<file path="src/eps_pkg.sv">
// Shared constants for the pause signalling ends
package eps_pkg;
    // ****************************************
    // Bus shapes
    // ****************************************
    localparam int EPS_IDX = 9;
    localparam int EPS_PRIO = 8;
    localparam int EPS_GLB = 8;
    localparam int EPS_QW = 16;
    localparam int EPS_PIDW = 4;
    // ****************************************
    // Timing
    // ****************************************
    localparam int TX_HOLD_CYCLES = 16;
    localparam int CLK_PERIOD_PS = 100000;
    // One pause quantum is 512 bit times at 100 Gb/s
    localparam int QUANTUM_PS = 5120;
    localparam int QUANTUM_RAW = QUANTUM_PS / CLK_PERIOD_PS;
    localparam int QUANTUM_CYCLES = (QUANTUM_RAW < 1) ? 1 : QUANTUM_RAW;
    // ****************************************
    // Controller register map
    // ****************************************
    localparam logic [3:0] REG_TXREQ = 4'h0;
    localparam logic [3:0] REG_STATUS = 4'h4;
    localparam logic [3:0] REG_MASK = 4'h8;
    localparam logic [3:0] REG_PAUSED = 4'hc;
    localparam logic [8:0] TXREQ_RESET = 9'h000;
    localparam logic [8:0] STATUS_RESET = 9'h000;
    localparam logic [8:0] MASK_RESET = 9'h000;
    localparam logic [1:0] RESP_OKAY = 2'h0;
    localparam logic [1:0] RESP_SLVERR = 2'h2;
    // ****************************************
    // Transmit sequencer states
    // ****************************************
    typedef enum logic [1:0] {
        EPS_TX_IDLE = 2'h1,
        EPS_TX_SEND = 2'h2
    } eps_tx_state_t;
endpackage

</file>
<file path="src/eps_if.sv">
// Pause signalling between the MAC end and the user logic end
`timescale 1ns/1ps
interface eps_if;
    import eps_pkg::*;
    logic [EPS_IDX-1:0] rxPauseRequest;
    logic [EPS_IDX-1:0] rxPauseAcknowledge;
    logic [EPS_IDX-1:0] rxPauseValid;
    // Index 8 carries the global pause quanta
    logic [EPS_QW-1:0] rxQuanta [EPS_IDX];
    logic [EPS_IDX-1:0] txPauseRequest;
    logic [EPS_QW-1:0] txQuanta [EPS_IDX];
    logic [EPS_QW-1:0] txRefreshInterval [EPS_IDX];
    logic [EPS_IDX-1:0] txPausePriorityGate;
    logic [EPS_IDX-1:0] txPauseValid;
    modport dev (
        output rxPauseRequest, rxPauseValid, rxQuanta, txPauseValid,
        input rxPauseAcknowledge, txPauseRequest, txQuanta,
        input txRefreshInterval, txPausePriorityGate
    );
    modport usr (
        input rxPauseRequest, rxPauseValid, rxQuanta, txPauseValid,
        output rxPauseAcknowledge, txPauseRequest, txQuanta,
        output txRefreshInterval, txPausePriorityGate
    );
endinterface // eps_if

</file>
<file path="src/eps_pause_user.sv">
// User end: pause controller with AXI4-Lite registers
`timescale 1ns/1ps
module eps_pause_user
    import eps_pkg::*;
#(
    parameter int TICK_CYCLES = QUANTUM_CYCLES
) (
    input wire logic clk,
    input wire logic rst_n,
    eps_if.usr pif,
    input wire logic [EPS_QW-1:0] txQuantaIn [EPS_IDX],
    input wire logic [EPS_QW-1:0] txIntervalIn [EPS_IDX],
    input wire logic [EPS_IDX-1:0] txGateIn,
    output logic [EPS_IDX-1:0] pausedOut,
    output logic irq,
    input wire logic [3:0] s_axi_awaddr,
    input wire logic s_axi_awvalid,
    output logic s_axi_awready,
    input wire logic [31:0] s_axi_wdata,
    input wire logic [3:0] s_axi_wstrb,
    input wire logic s_axi_wvalid,
    output logic s_axi_wready,
    output logic [1:0] s_axi_bresp,
    output logic s_axi_bvalid,
    input wire logic s_axi_bready,
    input wire logic [3:0] s_axi_araddr,
    input wire logic s_axi_arvalid,
    output logic s_axi_arready,
    output logic [31:0] s_axi_rdata,
    output logic [1:0] s_axi_rresp,
    output logic s_axi_rvalid,
    input wire logic s_axi_rready
);
    // ****************************************
    // Register slave
    // ****************************************
    logic [8:0] txReq_reg;
    logic [8:0] status_reg;
    logic [8:0] mask_reg;
    logic [3:0] wAddr_reg;
    logic [31:0] wData_reg;
    logic haveAw_reg;
    logic haveW_reg;
    logic [EPS_IDX-1:0] busyVec;
    wire awFire = s_axi_awvalid && s_axi_awready;
    wire wFire = s_axi_wvalid && s_axi_wready;
    wire doWrite = haveAw_reg && haveW_reg && !s_axi_bvalid;
    wire wLow = s_axi_wstrb[0] || s_axi_wstrb[1];
    wire hitReq = doWrite && wLow && (wAddr_reg == REG_TXREQ);
    wire hitStat = doWrite && wLow && (wAddr_reg == REG_STATUS);
    wire hitMask = doWrite && wLow && (wAddr_reg == REG_MASK);
    wire wMapped = (wAddr_reg == REG_TXREQ) || (wAddr_reg == REG_STATUS)
        || (wAddr_reg == REG_MASK) || (wAddr_reg == REG_PAUSED);
    wire [8:0] clrBits = hitStat ? wData_reg[8:0] : '0;
    // New pause arrival beats a same-cycle clear
    wire [8:0] status_next = (status_reg & ~clrBits) | pif.rxPauseValid;
    wire [3:0] ra = s_axi_araddr;
    wire rdMapped = (ra == REG_TXREQ) || (ra == REG_STATUS)
        || (ra == REG_MASK) || (ra == REG_PAUSED);
    wire [8:0] rdSel = (ra == REG_TXREQ) ? txReq_reg
        : (ra == REG_STATUS) ? status_reg
        : (ra == REG_MASK) ? mask_reg
        : (ra == REG_PAUSED) ? busyVec : 9'h000;

    always_ff @(posedge clk or negedge rst_n)
    begin
        if (!rst_n)
        begin
            s_axi_awready <= 1'b1;
            s_axi_wready <= 1'b1;
            haveAw_reg <= 1'b0;
            haveW_reg <= 1'b0;
            wAddr_reg <= '0;
            wData_reg <= '0;
            s_axi_bvalid <= 1'b0;
            s_axi_bresp <= RESP_OKAY;
        end
        else
        begin
            if (awFire)
            begin
                wAddr_reg <= s_axi_awaddr;
                haveAw_reg <= 1'b1;
                s_axi_awready <= 1'b0;
            end
            if (wFire)
            begin
                wData_reg <= s_axi_wdata;
                haveW_reg <= 1'b1;
                s_axi_wready <= 1'b0;
            end
            if (doWrite)
            begin
                s_axi_bvalid <= 1'b1;
                s_axi_bresp <= wMapped ? RESP_OKAY : RESP_SLVERR;
                haveAw_reg <= 1'b0;
                haveW_reg <= 1'b0;
            end
            if (s_axi_bvalid && s_axi_bready)
            begin
                s_axi_bvalid <= 1'b0;
                s_axi_awready <= 1'b1;
                s_axi_wready <= 1'b1;
            end
        end
    end

    always_ff @(posedge clk or negedge rst_n)
    begin
        if (!rst_n)
        begin
            s_axi_arready <= 1'b1;
            s_axi_rvalid <= 1'b0;
            s_axi_rdata <= '0;
            s_axi_rresp <= RESP_OKAY;
        end
        else if (s_axi_arvalid && s_axi_arready)
        begin
            s_axi_arready <= 1'b0;
            s_axi_rvalid <= 1'b1;
            s_axi_rdata <= {23'h000000, rdSel};
            s_axi_rresp <= rdMapped ? RESP_OKAY : RESP_SLVERR;
        end
        else if (s_axi_rvalid && s_axi_rready)
        begin
            s_axi_rvalid <= 1'b0;
            s_axi_arready <= 1'b1;
        end
    end

    always_ff @(posedge clk or negedge rst_n)
    begin
        if (!rst_n)
        begin
            txReq_reg <= TXREQ_RESET;
            status_reg <= STATUS_RESET;
            mask_reg <= MASK_RESET;
            irq <= 1'b0;
        end
        else
        begin
            if (hitReq)
                txReq_reg <= wData_reg[8:0];
            if (hitMask)
                mask_reg <= wData_reg[8:0];
            status_reg <= status_next;
            irq <= |(status_next & mask_reg);
        end
    end

    // ****************************************
    // Quantum tick divider
    // ****************************************
    localparam int TW = $clog2(TICK_CYCLES + 1);
    logic [TW-1:0] div_reg;
    logic tick_reg;
    wire divWrap = (div_reg == TW'(TICK_CYCLES - 1));
    always_ff @(posedge clk or negedge rst_n)
    begin
        if (!rst_n)
        begin
            div_reg <= '0;
            tick_reg <= 1'b0;
        end
        else
        begin
            div_reg <= divWrap ? '0 : div_reg + TW'(1);
            tick_reg <= divWrap;
        end
    end

    // ****************************************
    // Per-index pause handling
    // ****************************************
    logic [EPS_IDX-1:0] ack_reg;
    logic [EPS_IDX-1:0] txOut_reg;
    logic [EPS_IDX-1:0] gate_reg;
    logic [EPS_QW-1:0] txQ_reg [EPS_IDX];
    logic [EPS_QW-1:0] txI_reg [EPS_IDX];
    localparam int HW = $clog2(TX_HOLD_CYCLES + 1);
    genvar g;
    generate
        for (g = 0; g < EPS_IDX; g++)
        begin : g_idx
            logic [HW-1:0] hold_reg;
            wire held = (hold_reg >= HW'(TX_HOLD_CYCLES - 1));
            wire change = held && (txReq_reg[g] != txOut_reg[g]);
            eps_countdown #(
                .W(EPS_QW)
            ) u_pause (
                .clk(clk),
                .rst_n(rst_n),
                .tick(tick_reg),
                .load(pif.rxPauseValid[g]),
                .clear(1'b0),
                .value(pif.rxQuanta[g]),
                .busy(busyVec[g]),
                .expire()
            );
            always_ff @(posedge clk or negedge rst_n)
            begin
                if (!rst_n)
                begin
                    hold_reg <= '0;
                    txOut_reg[g] <= 1'b0;
                    ack_reg[g] <= 1'b0;
                    txQ_reg[g] <= '0;
                    txI_reg[g] <= '0;
                end
                else
                begin
                    if (change)
                        hold_reg <= '0;
                    else if (!held)
                        hold_reg <= hold_reg + HW'(1);
                    if (change)
                        txOut_reg[g] <= txReq_reg[g];
                    // one pulse, a fresh request is kept
                    ack_reg[g] <= pif.rxPauseRequest[g] && !ack_reg[g];
                    txQ_reg[g] <= txQuantaIn[g];
                    txI_reg[g] <= txIntervalIn[g];
                end
            end
            assign pif.txQuanta[g] = txQ_reg[g];
            assign pif.txRefreshInterval[g] = txI_reg[g];
        end
    endgenerate

    always_ff @(posedge clk or negedge rst_n)
    begin
        if (!rst_n)
        begin
            gate_reg <= '0;
            pausedOut <= '0;
        end
        else
        begin
            gate_reg <= txGateIn;
            pausedOut <= busyVec;
        end
    end

    assign pif.rxPauseAcknowledge = ack_reg;
    assign pif.txPauseRequest = txOut_reg;
    assign pif.txPausePriorityGate = gate_reg;
endmodule // eps_pause_user

</file>
<file path="src/eps_countdown.sv">
// Loadable down counter stepped by a tick enable
`timescale 1ns/1ps
module eps_countdown #(
    parameter int W = 16
) (
    input wire logic clk,
    input wire logic rst_n,
    input wire logic tick,
    input wire logic load,
    input wire logic clear,
    input wire logic [W-1:0] value,
    output logic busy,
    output logic expire
);
    logic [W-1:0] count_reg;
    logic expire_reg;
    wire lastStep = tick && (count_reg == W'(1));
    assign busy = (count_reg != '0);
    assign expire = expire_reg;
    always_ff @(posedge clk or negedge rst_n)
    begin
        if (!rst_n)
        begin
            count_reg <= '0;
            expire_reg <= 1'b0;
        end
        else
        begin
            expire_reg <= lastStep && !clear && !load;
            if (clear)
                count_reg <= '0;
            else if (load)
                count_reg <= value;
            else if (tick && busy)
                count_reg <= count_reg - W'(1);
        end
    end
endmodule // eps_countdown

</file>
<file path="src/flat_wrapper.sv">
// flat-port wrapper written by rule: the top's interface ports become plain ports
module eps_pause_user_flat import eps_pkg::*;
#(
    parameter int TICK_CYCLES = QUANTUM_CYCLES
)
  (clk, rst_n, txQuantaIn, txIntervalIn, txGateIn, pausedOut, irq, s_axi_awaddr, s_axi_awvalid, s_axi_awready, s_axi_wdata, s_axi_wstrb, s_axi_wvalid, s_axi_wready, s_axi_bresp, s_axi_bvalid, s_axi_bready, s_axi_araddr, s_axi_arvalid, s_axi_arready, s_axi_rdata, s_axi_rresp, s_axi_rvalid, s_axi_rready, pif_rxPauseRequest, pif_rxPauseValid, pif_rxQuanta, pif_txPauseValid, pif_rxPauseAcknowledge, pif_txPauseRequest, pif_txQuanta, pif_txRefreshInterval, pif_txPausePriorityGate);
  eps_if pif_i ();
  input wire logic clk;
  input wire logic rst_n;
  input wire logic [EPS_QW-1:0] txQuantaIn[EPS_IDX];
  input wire logic [EPS_QW-1:0] txIntervalIn[EPS_IDX];
  input wire logic [EPS_IDX-1:0] txGateIn;
  output logic [EPS_IDX-1:0] pausedOut;
  output logic irq;
  input wire logic [3:0] s_axi_awaddr;
  input wire logic s_axi_awvalid;
  output logic s_axi_awready;
  input wire logic [31:0] s_axi_wdata;
  input wire logic [3:0] s_axi_wstrb;
  input wire logic s_axi_wvalid;
  output logic s_axi_wready;
  output logic [1:0] s_axi_bresp;
  output logic s_axi_bvalid;
  input wire logic s_axi_bready;
  input wire logic [3:0] s_axi_araddr;
  input wire logic s_axi_arvalid;
  output logic s_axi_arready;
  output logic [31:0] s_axi_rdata;
  output logic [1:0] s_axi_rresp;
  output logic s_axi_rvalid;
  input wire logic s_axi_rready;
  input wire logic [$bits(pif_i.rxPauseRequest)-1:0] pif_rxPauseRequest;
  input wire logic [$bits(pif_i.rxPauseValid)-1:0] pif_rxPauseValid;
  input wire logic [$bits(pif_i.rxQuanta)-1:0] pif_rxQuanta;
  input wire logic [$bits(pif_i.txPauseValid)-1:0] pif_txPauseValid;
  output wire logic [$bits(pif_i.rxPauseAcknowledge)-1:0] pif_rxPauseAcknowledge;
  output wire logic [$bits(pif_i.txPauseRequest)-1:0] pif_txPauseRequest;
  output wire logic [$bits(pif_i.txQuanta)-1:0] pif_txQuanta;
  output wire logic [$bits(pif_i.txRefreshInterval)-1:0] pif_txRefreshInterval;
  output wire logic [$bits(pif_i.txPausePriorityGate)-1:0] pif_txPausePriorityGate;
  assign pif_i.rxPauseRequest = pif_rxPauseRequest;
  assign pif_i.rxPauseValid = pif_rxPauseValid;
  assign pif_i.rxQuanta = {>>{pif_rxQuanta}};
  assign pif_i.txPauseValid = pif_txPauseValid;
  assign pif_rxPauseAcknowledge = pif_i.rxPauseAcknowledge;
  assign pif_txPauseRequest = pif_i.txPauseRequest;
  assign pif_txQuanta = {>>{pif_i.txQuanta}};
  assign pif_txRefreshInterval = {>>{pif_i.txRefreshInterval}};
  assign pif_txPausePriorityGate = pif_i.txPausePriorityGate;
  eps_pause_user #(.TICK_CYCLES(TICK_CYCLES)) u_core (.clk(clk), .rst_n(rst_n), .pif(pif_i), .txQuantaIn(txQuantaIn), .txIntervalIn(txIntervalIn), .txGateIn(txGateIn), .pausedOut(pausedOut), .irq(irq), .s_axi_awaddr(s_axi_awaddr), .s_axi_awvalid(s_axi_awvalid), .s_axi_awready(s_axi_awready), .s_axi_wdata(s_axi_wdata), .s_axi_wstrb(s_axi_wstrb), .s_axi_wvalid(s_axi_wvalid), .s_axi_wready(s_axi_wready), .s_axi_bresp(s_axi_bresp), .s_axi_bvalid(s_axi_bvalid), .s_axi_bready(s_axi_bready), .s_axi_araddr(s_axi_araddr), .s_axi_arvalid(s_axi_arvalid), .s_axi_arready(s_axi_arready), .s_axi_rdata(s_axi_rdata), .s_axi_rresp(s_axi_rresp), .s_axi_rvalid(s_axi_rvalid), .s_axi_rready(s_axi_rready));
endmodule
</file>
<file path="config.mk">
export PLATFORM = sky130hd
export DESIGN_NAME = eps_pause_user_flat
export DESIGN_NICKNAME = d
export VERILOG_FILES = /design/src/eps_pkg.sv /design/src/eps_if.sv /design/src/eps_pause_user.sv /design/src/eps_countdown.sv /design/src/flat_wrapper.sv
export SDC_FILE = /design/constraint.sdc
export NUM_CORES = 1
export LEC_CHECK = 0
export BUFFER_PORTS_ARGS = -buffer_cell sky130_fd_sc_hd__buf_2
export CAP_MARGIN = 20
export CORE_AREA = 2 2 343 345
export CTS_CLUSTER_DIAMETER = 40
export DETAILED_ROUTE_END_ITERATION = 8
export DIE_AREA = 0 0 345 347
export SLEW_MARGIN = 20
export SYNTH_ARGS = -nofsm -noshare
export SYNTH_HDL_FRONTEND = slang
export SYNTH_SLANG_ARGS = --single-unit
</file>
<file path="constraint.sdc">
create_clock -name clk -period 2.2 [get_ports clk]
set_input_delay 0.22 -clock clk [delete_from_list [all_inputs] [get_ports clk]]
set_output_delay 0.22 -clock clk [all_outputs]
set_load 0.01 [all_outputs]
</file>
==> flow_summary.html, run 1 <==
<table>
<tr><th>Metric</th><th>Value</th></tr>
<tr><th colspan="2">Status</th></tr>
<tr><td>Result of the run</td><td>complete, no violations</td></tr>
<tr><th colspan="2">Global routing</th></tr>
<tr><td>Largest net degree at the start of global routing</td><td>60</td></tr>
<tr><td>First-pass GRT wire length</td><td>about 160000 um</td></tr>
<tr><td>GRT Util Overall</td><td>about a fifth</td></tr>
<tr><td>Initial antenna violation count</td><td>94</td></tr>
<tr><td>Via count of the first global-routing pass</td><td>approximately 22000</td></tr>
<tr><td>Global-route congestion overflow total</td><td>0</td></tr>
<tr><th colspan="2">Clock network</th></tr>
<tr><td>Cell chosen for the clock root</td><td>sky130_fd_sc_hd__clkbuf_16</td></tr>
<tr><td>Latest clock arrival within the worst-skew pair</td><td>0.72 ns</td></tr>
<tr><td>Number of clock sinks</td><td>573</td></tr>
<tr><td>Clock tree from TritonCTS</td><td>yes</td></tr>
<tr><td>Clock slew at reported path FFs</td><td>0.06 ns</td></tr>
<tr><td>Level count of the clock H-tree</td><td>3</td></tr>
<tr><td>Num CTS Buffers</td><td>106</td></tr>
<tr><td>Clk buf depth</td><td>3</td></tr>
<tr><th colspan="2">Min path</th></tr>
<tr><td>Hold Crit Depth</td><td>4</td></tr>
<tr><td>Type of the most critical hold path</td><td>input port to flop</td></tr>
<tr><th colspan="2">Worst setup path</th></tr>
<tr><td>Category of the worst setup path launch point</td><td>flop</td></tr>
<tr><td>CP max stage delay</td><td>0.60 ns</td></tr>
<tr><td>Number of cells traversed by the worst register-to-register path</td><td>5</td></tr>
<tr><td>Category of the critical setup timing path</td><td>flop to flop</td></tr>
<tr><td>Crit path max fanout</td><td>6</td></tr>
<tr><td>Cell depth of the worst setup path</td><td>5</td></tr>
<tr><td>Library cell contributing the largest single delay on the critical path</td><td>sky130_fd_sc_hd__or4_1</td></tr>
<tr><td>Nature of the critical path endpoint</td><td>flop</td></tr>
<tr><td>Dominant delay contributor by cell family on the critical path</td><td>simple AND/OR/NAND/NOR gates</td></tr>
<tr><td>Required arrival time at the worst endpoint</td><td>about 2.7 ns</td></tr>
<tr><td>Crit path buffers/inverters</td><td>0</td></tr>
<tr><td>Critical path arrival</td><td>between 2 and 3 ns</td></tr>
<tr><td>Critical-path cell list</td><td>or4_1 -&gt; or3b_4 -&gt; o211ai_1 -&gt; xor2_1 -&gt; o21ai_1</td></tr>
<tr><th colspan="2">Flow run</th></tr>
<tr><td>Max-cap check violation count</td><td>0</td></tr>
<tr><th colspan="2">Placed design</th></tr>
<tr><td>Input/output buffers</td><td>between 800 and 900</td></tr>
<tr><td>Last weighted congestion value of the routability-driven placer</td><td>0.904</td></tr>
<tr><td>Pre-CTS worst setup slack</td><td>-0.0715 ns</td></tr>
<tr><td>Total cell area at the placement stage</td><td>just under 0.03 sq mm</td></tr>
<tr><td>Final HPWL DP</td><td>93900 um</td></tr>
<tr><th colspan="2">Yosys</th></tr>
<tr><td>Gate count of the mapped netlist</td><td>about 1800</td></tr>
<tr><td>Unique cell type count in the Yosys netlist</td><td>80</td></tr>
<tr><td>Post-synthesis sequential element count</td><td>about 570</td></tr>
<tr><td>Top flip-flop cell by instance count after synthesis</td><td>sky130_fd_sc_hd__dfrtp_1</td></tr>
<tr><td>Largest area contributor in the synthesized netlist</td><td>sky130_fd_sc_hd__dfrtp_1</td></tr>
<tr><td>Fraction of the yosys area taken by sequential cells</td><td>about two thirds</td></tr>
<tr><td>Async set-or-reset flop fraction in the synthesized netlist</td><td>100%</td></tr>
<tr><td>Main area contributors after synthesis</td><td>sky130_fd_sc_hd__dfrtp_1, sky130_fd_sc_hd__nand2_1, sky130_fd_sc_hd__o21ai_0</td></tr>
<tr><td>Syn avg cell area</td><td>around 12 sq um</td></tr>
<tr><td>Mapped cell area</td><td>about 0.022 sq mm</td></tr>
<tr><td>Share of the synthesized area in the top cell type</td><td>64.5%</td></tr>
<tr><td>Yosys warning total</td><td>0</td></tr>
<tr><td>EDFF count, synth</td><td>0</td></tr>
<tr><th colspan="2">Route</th></tr>
<tr><td>Pre-Repair DR Iteration Count</td><td>5</td></tr>
<tr><td>DR vias/cell</td><td>a little over 4</td></tr>
<tr><td>Final ANT Viol Nets</td><td>0</td></tr>
<tr><td>Routed Wire Length</td><td>around 120000 um</td></tr>
<tr><td>First-iteration detailed-routing DRC count</td><td>between 1000 and 1500</td></tr>
<tr><td>Remaining routing DRC violations</td><td>0</td></tr>
<tr><td>Routed length per placed instance</td><td>23.6 um</td></tr>
<tr><td>Total via count after detailed routing</td><td>between 20000 and 25000</td></tr>
<tr><th colspan="2">STA</th></tr>
<tr><td>Time the final worst path needs with I/O delays and setup</td><td>between 2 and 2.5 ns</td></tr>
<tr><td>Hold slack final</td><td>between 0.05 and 0.06 ns</td></tr>
<tr><td>Unrepaired setup endpoints after global routing</td><td>yes</td></tr>
<tr><td>Aggregate negative setup slack</td><td>0 ns</td></tr>
<tr><td>Fmax</td><td>~460 MHz</td></tr>
<tr><td>Relative slew margins</td><td>around 46%</td></tr>
<tr><td>Final Hold Violating Endpoints</td><td>0</td></tr>
<tr><td>Transition time of the tightest slew-check pin</td><td>0.803 ns</td></tr>
<tr><td>Worst clock skew</td><td>roughly 0.057 ns</td></tr>
<tr><td>Worst-case setup margin in the final layout</td><td>about 0.024 ns</td></tr>
<tr><td>Setup-failing EPs final</td><td>0</td></tr>
<tr><td>Crit share post-route</td><td>between 90 and 100%</td></tr>
<tr><td>Max Transition Viols Final</td><td>0</td></tr>
<tr><th colspan="2">Floorplan</th></tr>
<tr><td>Die height</td><td>about 350 um</td></tr>
<tr><td>Horiz. Die Dim</td><td>approximately 350 um</td></tr>
<tr><td>Starting density of the core</td><td>around a fifth</td></tr>
<tr><td># rows</td><td>~130</td></tr>
<tr><td>Number of top-level pins</td><td>~890</td></tr>
<tr><td>Die area</td><td>between 0.1 and 0.15 sq mm</td></tr>
<tr><td>Core outline area</td><td>0.116 sq mm</td></tr>
<tr><th colspan="2">Power</th></tr>
<tr><td>PwrDens</td><td>~950 mW/mm^2</td></tr>
<tr><td>Total Power Consumption</td><td>roughly 36 mW</td></tr>
<tr><td>Max rail drop VDD</td><td>0.613 mV</td></tr>
<tr><td>LEAKAGE</td><td>between 15 and 20 nW</td></tr>
<tr><th colspan="2">Cells and area</th></tr>
<tr><td>Multi-input combinational cell area</td><td>around 0.0074 sq mm</td></tr>
<tr><td>Layout cell share with drive strength beyond 1</td><td>between 30% and 40%</td></tr>
<tr><td>Layout fillers</td><td>approximately 12000</td></tr>
<tr><td>Nets@finish</td><td>between 3000 and 4000</td></tr>
<tr><td>Area taken by flip-flops and latches</td><td>approximately 0.014 sq mm</td></tr>
<tr><td>Final instance area</td><td>0.0383 sq mm</td></tr>
<tr><td>Layout overhead on the synthesized area</td><td>73.2%</td></tr>
</table>
## kinds of logic (layout without fill, tap and decap cells)
logic type	after synthesis	count (layout)	share of synthesized area (%)
simple gates	588	589	13.7
flops	573	573	64.9
compound gates	341	341	9.39
buf+inv	143	1745	2.94
xor+xnor	100	100	3.96
mux	71	71	3.55
fa+ha+maj	28	28	1.58
other cells	2	74	0.0340
## cells in the final DEF, fill, tap and decap left out, types with 17 or more instances in the layout
master	count
sky130_fd_sc_hd__nand3_1	48
sky130_fd_sc_hd__dfrtp_1	569
sky130_fd_sc_hd__nand2_1	212
sky130_fd_sc_hd__diode_2	48
sky130_fd_sc_hd__dlygate4sd3_1	514
sky130_fd_sc_hd__or3_1	23
sky130_fd_sc_hd__o21ai_0	154
sky130_fd_sc_hd__inv_6	23
sky130_fd_sc_hd__inv_1	59
sky130_fd_sc_hd__nor4_1	17
sky130_fd_sc_hd__nor2b_1	19
sky130_fd_sc_hd__nor2_1	88
sky130_fd_sc_hd__ha_1	27
sky130_fd_sc_hd__or4_1	23
sky130_fd_sc_hd__mux2_2	57
sky130_fd_sc_hd__nor3_1	37
sky130_fd_sc_hd__buf_4	129
sky130_fd_sc_hd__xnor2_1	49
sky130_fd_sc_hd__conb_1	26
sky130_fd_sc_hd__a21oi_1	43
sky130_fd_sc_hd__clkbuf_16	108
sky130_fd_sc_hd__buf_2	824
sky130_fd_sc_hd__xor2_1	51
## where the power goes
group          total (mW)  switching, mW  internal (mW)
clock                17.1           6.51           10.6
sequential           13.1           1.15           12.0
combinational        6.19           3.27           2.92
## final cells by class
class                      instances  area share, %
sequential                       573           37.5
timing repair buffer            1483           27.5
multi-input combinational       1155           19.3
clock buffer                     112           7.04
tap                             1524           4.98
clock inverter                    88           2.77
inverter                          62          0.608
antenna                           48          0.314
## Yosys cell counts, types with 5 or more instances
cell,n
sky130_fd_sc_hd__a31oi_1,16
sky130_fd_sc_hd__o21ai_0,158
sky130_fd_sc_hd__o22ai_1,8
sky130_fd_sc_hd__mux2i_1,12
sky130_fd_sc_hd__dfrtp_1,570
sky130_fd_sc_hd__nand2b_1,9
sky130_fd_sc_hd__and2_1,10
sky130_fd_sc_hd__mux2_2,59
sky130_fd_sc_hd__clkbuf_1,46
sky130_fd_sc_hd__nor3_1,38
sky130_fd_sc_hd__ha_1,28
sky130_fd_sc_hd__a21oi_1,49
sky130_fd_sc_hd__nor2b_1,19
sky130_fd_sc_hd__or3_1,27
sky130_fd_sc_hd__nand4_1,15
sky130_fd_sc_hd__nor3b_1,7
sky130_fd_sc_hd__nor4_1,20
sky130_fd_sc_hd__nand3_1,48
sky130_fd_sc_hd__or4_1,25
sky130_fd_sc_hd__o2111ai_1,5
sky130_fd_sc_hd__nand3b_1,8
sky130_fd_sc_hd__xor2_1,51
sky130_fd_sc_hd__xnor2_1,49
sky130_fd_sc_hd__nand4b_1,9
sky130_fd_sc_hd__inv_1,59
sky130_fd_sc_hd__nor4b_1,5
sky130_fd_sc_hd__nor2_1,89
sky130_fd_sc_hd__a21o_1,6
sky130_fd_sc_hd__a211o_1,6
sky130_fd_sc_hd__o311ai_0,6
sky130_fd_sc_hd__o31ai_1,10
sky130_fd_sc_hd__or2_2,6
sky130_fd_sc_hd__o211ai_1,12
sky130_fd_sc_hd__buf_4,26
sky130_fd_sc_hd__o21ai_1,9
sky130_fd_sc_hd__a211oi_1,15
sky130_fd_sc_hd__o31a_1,7
sky130_fd_sc_hd__nand2_1,213
sky130_fd_sc_hd__buf_2,6
sky130_fd_sc_hd__and3_1,15
## metal layers
metal	share of wire, %	track usage (%)	vias up
met3	15	12.8	201
met1	39	22.7	10223
li1	-	-	9602
met4	2.6	5.11	38
met2	43	29.2	903
met5	0.19	0	-
## final timing paths
path	from	endpoint	slack [ns]
worst max-delay path	u_core.g_idx[0].u_pause.count_reg[3]	u_core.g_idx[0].u_pause.count_reg[13]	0.02
worst min-delay path	s_axi_araddr[0]	u_core.s_axi_rdata[4]	0.06
worst max register to register	u_core.g_idx[0].u_pause.count_reg[3]	u_core.g_idx[0].u_pause.count_reg[13]	0.02
worst min register to register	u_core.pif.rxPauseAcknowledge[2]	u_core.pif.rxPauseAcknowledge[2]	0.43
max in group asynchronous	rst_n	u_core.g_idx[7].hold_reg[0]	1.23
min in group asynchronous	rst_n	u_core.g_idx[7].hold_reg[3]	0.19
## worst register-to-register path, stage by stage, from the launching register on
cell	delay, ns
sky130_fd_sc_hd__dfrtp_1	0.41
sky130_fd_sc_hd__or4_1	0.60
sky130_fd_sc_hd__or3b_4	0.45
sky130_fd_sc_hd__o211ai_1	0.21
sky130_fd_sc_hd__xor2_1	0.24
sky130_fd_sc_hd__o21ai_1	0.12
## what timing repair did
item,CTS,global route
hold buffers,514,0
resized for setup,8,41
buffers inserted,3,9
gates cloned,0,2
hold endpoints to repair,503,0
setup endpoints to repair,15,60
pin swaps,1,25
## metrics by stage
stage	cells	utilization (%)
after floorplan	1870	-
after global placement	4270	25.0
after detailed placement	4270	25.0
after CTS	4987	32.8
after global routing	5003	33.0
final	5045	33.1
Note: power is estimated with default switching activity, not from simulation.
==> run 2, diff against run 1 <==
Settings changed: PLACE_DENSITY_LB_ADDON set to 0.08.
==> run 2 against run 1 <==
Combinational power decreased by 1%. Via count barely moved. Critical path depth up 1. Highest routed layer unchanged.
==> flow_summary.html, run 2 (same netlist as run 1, synthesis figures left out) <==
<table>
<tr><th>Metric</th><th>Value</th></tr>
<tr><th colspan="2">Placed design</th></tr>
<tr><td>Final HPWL DP</td><td>85700 um (was 93900 um)</td></tr>
<tr><td>Last weighted congestion value of the routability-driven placer</td><td>0.860 (was 0.904)</td></tr>
<tr><td>Input/output buffers</td><td>825 (unchanged)</td></tr>
<tr><td>Number of placed instances, taps included</td><td>4277 (was 4270)</td></tr>
<tr><th colspan="2">Floorplan</th></tr>
<tr><td>Die area</td><td>0.120 sq mm (unchanged)</td></tr>
<tr><td># rows</td><td>125 (unchanged)</td></tr>
<tr><td>Core outline area</td><td>0.116 sq mm (unchanged)</td></tr>
<tr><td>Starting density of the core</td><td>19.1% (unchanged)</td></tr>
<tr><td>Number of top-level pins</td><td>885 (unchanged)</td></tr>
<tr><td>Horiz. Die Dim</td><td>345 um (unchanged)</td></tr>
<tr><td>Die height</td><td>347 um (unchanged)</td></tr>
<tr><th colspan="2">Route</th></tr>
<tr><td>Final ANT Viol Nets</td><td>0 (unchanged)</td></tr>
<tr><td>Pre-Repair DR Iteration Count</td><td>7 (was 5)</td></tr>
<tr><td>Remaining routing DRC violations</td><td>0 (unchanged)</td></tr>
<tr><td>DR vias/cell</td><td>4.12 (was 4.16)</td></tr>
<tr><td>First-iteration detailed-routing DRC count</td><td>1005 (was 1324)</td></tr>
<tr><td>Routed length per placed instance</td><td>21.6 um (was 23.6 um)</td></tr>
<tr><td>Routed Wire Length</td><td>110000 um (was 119000 um)</td></tr>
<tr><td>Total via count after detailed routing</td><td>20947 (was 20967)</td></tr>
<tr><th colspan="2">Cells and area</th></tr>
<tr><td>Nets@finish</td><td>3972 (was 3928)</td></tr>
<tr><td>Layout overhead on the synthesized area</td><td>79.0% (was 73.2%)</td></tr>
<tr><td>Layout cell share with drive strength beyond 1</td><td>38.2% (was 37.1%)</td></tr>
<tr><td>Layout fillers</td><td>11843 (was 11710)</td></tr>
<tr><td>Final non-filler cell total</td><td>5087 (was 5045)</td></tr>
<tr><td>Commonest non-fill, non-tap cells in the layout</td><td>sky130_fd_sc_hd__buf_2, sky130_fd_sc_hd__dfrtp_1, sky130_fd_sc_hd__dlygate4sd3_1, sky130_fd_sc_hd__nand2_1, sky130_fd_sc_hd__o21ai_0 (unchanged)</td></tr>
<tr><td>Most frequent standard cell in the layout excluding fill and tap cells</td><td>sky130_fd_sc_hd__buf_2 (unchanged)</td></tr>
<tr><th colspan="2">Worst setup path</th></tr>
<tr><td>Critical path arrival</td><td>2.75 ns (was 2.72 ns)</td></tr>
<tr><td>Number of cells traversed by the worst register-to-register path</td><td>6 (was 5)</td></tr>
<tr><td>Nature of the critical path endpoint</td><td>flop (unchanged)</td></tr>
<tr><td>Category of the worst setup path launch point</td><td>flop (unchanged)</td></tr>
<tr><td>Required arrival time at the worst endpoint</td><td>2.79 ns (was 2.74 ns)</td></tr>
<tr><td>Category of the critical setup timing path</td><td>flop to flop (unchanged)</td></tr>
<tr><td>Crit path max fanout</td><td>8 (was 6)</td></tr>
<tr><th colspan="2">STA</th></tr>
<tr><td>Crit share post-route</td><td>98.4% (was 98.9%)</td></tr>
<tr><td>Transition time of the tightest slew-check pin</td><td>0.736 ns (was 0.803 ns)</td></tr>
<tr><td>Final Hold Violating Endpoints</td><td>0 (unchanged)</td></tr>
<tr><td>Max Transition Viols Final</td><td>0 (unchanged)</td></tr>
<tr><td>Relative slew margins</td><td>50.9% (was 46.5%)</td></tr>
<tr><td>Fmax</td><td>462 MHz (was 460 MHz)</td></tr>
<tr><td>Unrepaired setup endpoints after global routing</td><td>yes (unchanged)</td></tr>
<tr><td>Aggregate negative setup slack</td><td>0 ns (unchanged)</td></tr>
<tr><td>Time the final worst path needs with I/O delays and setup</td><td>2.17 ns (was 2.18 ns)</td></tr>
<tr><td>Worst clock skew</td><td>0.0273 ns (was 0.0572 ns)</td></tr>
<tr><td>Setup-failing EPs final</td><td>0 (unchanged)</td></tr>
<tr><th colspan="2">Global routing</th></tr>
<tr><td>Global-route congestion overflow total</td><td>0 (unchanged)</td></tr>
<tr><td>Initial antenna violation count</td><td>44 (was 94)</td></tr>
<tr><td>GRT Util Overall</td><td>18.1% (was 19.5%)</td></tr>
<tr><td>First-pass GRT wire length</td><td>157000 um (was 163000 um)</td></tr>
<tr><td>Largest net degree at the start of global routing</td><td>97 (was 60)</td></tr>
<tr><td>Via count of the first global-routing pass</td><td>22809 (was 21608)</td></tr>
<tr><th colspan="2">Clock network</th></tr>
<tr><td>Clock tree from TritonCTS</td><td>yes (unchanged)</td></tr>
<tr><td>Number of clock sinks</td><td>573 (unchanged)</td></tr>
<tr><td>Cell chosen for the clock root</td><td>sky130_fd_sc_hd__clkbuf_16 (unchanged)</td></tr>
<tr><td>Latest clock arrival within the worst-skew pair</td><td>0.72 ns (about the same)</td></tr>
<tr><td>Clk buf depth</td><td>3 (unchanged)</td></tr>
<tr><td>Clock slew at reported path FFs</td><td>0.05 ns (was 0.06 ns)</td></tr>
<tr><td>Num CTS Buffers</td><td>134 (was 106)</td></tr>
<tr><td>Level count of the clock H-tree</td><td>4 (was 3)</td></tr>
<tr><th colspan="2">Flow run</th></tr>
<tr><td>Max-cap check violation count</td><td>0 (unchanged)</td></tr>
<tr><th colspan="2">Min path</th></tr>
<tr><td>Hold Crit Depth</td><td>4 (unchanged)</td></tr>
<tr><td>Type of the most critical hold path</td><td>input port to flop (unchanged)</td></tr>
<tr><th colspan="2">Power</th></tr>
<tr><td>LEAKAGE</td><td>18.2 nW (was 17.6 nW)</td></tr>
<tr><td>PwrDens</td><td>1030 mW/mm^2 (was 951 mW/mm^2)</td></tr>
<tr><td>Max rail drop VDD</td><td>0.669 mV (was 0.613 mV)</td></tr>
<tr><th colspan="2">Status</th></tr>
<tr><td>Result of the run</td><td>complete, no violations (unchanged)</td></tr>
</table>
-- run 2: changes by cell type in the layout (fill, tap and decap cells not counted), sizes merged --
cell / delta
buf: +20
bufinv: +11
clkbuf: +51
clkinv: +3
clkinvlp: +2
diode: -21
dlygate4sd3: -4
inv: -21
or3: +1
-- run 2: timing repair --
action	CTS	global route
setup buffers	0	24
gates resized for setup	8	46
endpoints found under the hold margin	938	0
pin swaps	1	19
hold buffers	511	0
setup endpoints to repair	16	56
cloned	0	2
-- run 2: path summary, 6_finish.rpt --
check                                                      start                              endpoint  slack (ns)
max in group asynchronous                                  rst_n     u_core.pif.txRefreshInterval[117]        1.38
hold / removal                               pif_rxPauseValid[4]  u_core.g_idx[4].u_pause.count_reg[5]        0.08
setup / recovery           u_core.g_idx[5].u_pause.count_reg[10]  u_core.g_idx[5].u_pause.count_reg[7]        0.03
hold reg to reg                 u_core.pif.rxPauseAcknowledge[7]      u_core.pif.rxPauseAcknowledge[7]        0.41
min in group asynchronous                                  rst_n  u_core.g_idx[7].u_pause.count_reg[8]        0.20
setup reg to reg           u_core.g_idx[5].u_pause.count_reg[10]  u_core.g_idx[5].u_pause.count_reg[7]        0.03
-- run 2: critical path, cell delays in order, from the launching register on --
cell,delay (ns)
sky130_fd_sc_hd__dfrtp_1,0.38
sky130_fd_sc_hd__or4_4,0.56
sky130_fd_sc_hd__nor4_4,0.38
sky130_fd_sc_hd__buf_4,0.22
sky130_fd_sc_hd__a211o_4,0.19
sky130_fd_sc_hd__xnor2_2,0.06
sky130_fd_sc_hd__mux2_2,0.25
-- run 2: per-layer routing --
metal / track usage (%) / routed length [um] / vias to the layer above
met1: 22.8 / 47300 / 10330
met4: 4.74 / 2320 / 12
met3: 6.55 / 8750 / 202
met2: 29.3 / 51700 / 721
li1: - / - / 9682
met5: 0 / 81 / -
-- run 2: final cells by class --
| class | count | area [sq um] | share of cell area [%] |
|---|---|---|---|
| Sequential cell | 573 | 14300 | 36.2 |
| Timing Repair Buffer | 1498 | 10700 | 27.0 |
| Multi-Input combinational cell | 1156 | 7440 | 18.8 |
| Clock buffer | 164 | 3660 | 9.25 |
| Tap cell | 1524 | 1910 | 4.82 |
| Clock inverter | 83 | 1230 | 3.12 |
| Inverter | 62 | 236 | 0.598 |
| Antenna cell | 27 | 67.6 | 0.171 |
-- run 2: power breakdown --
group	total [mW]	switching (mW)	internal, mW
registers	13.2	1.20	12.0
clock network	21.5	6.90	14.6
logic	6.12	3.14	2.97
total	40.8	11.2	29.6
-- run 2: through the flow --
stage          setup slack (ns)  instance area, sq um  util [%]  power (mW)  hold slack [ns]
6_report                 0.0346                 39600      34.2        40.8           0.0770
3_3_place_gp             -0.164                 29100      25.1        18.5            0.144
4_1_cts                 0.00249                 39100      33.8        41.5          0.00330
2_1_floorplan            0.0107                 22200         -        15.8          -0.0756
3_5_place_dp            -0.0978                 29100      25.1        18.6            0.149
5_1_grt                 -0.0649                 39500      34.1        43.0           0.0520
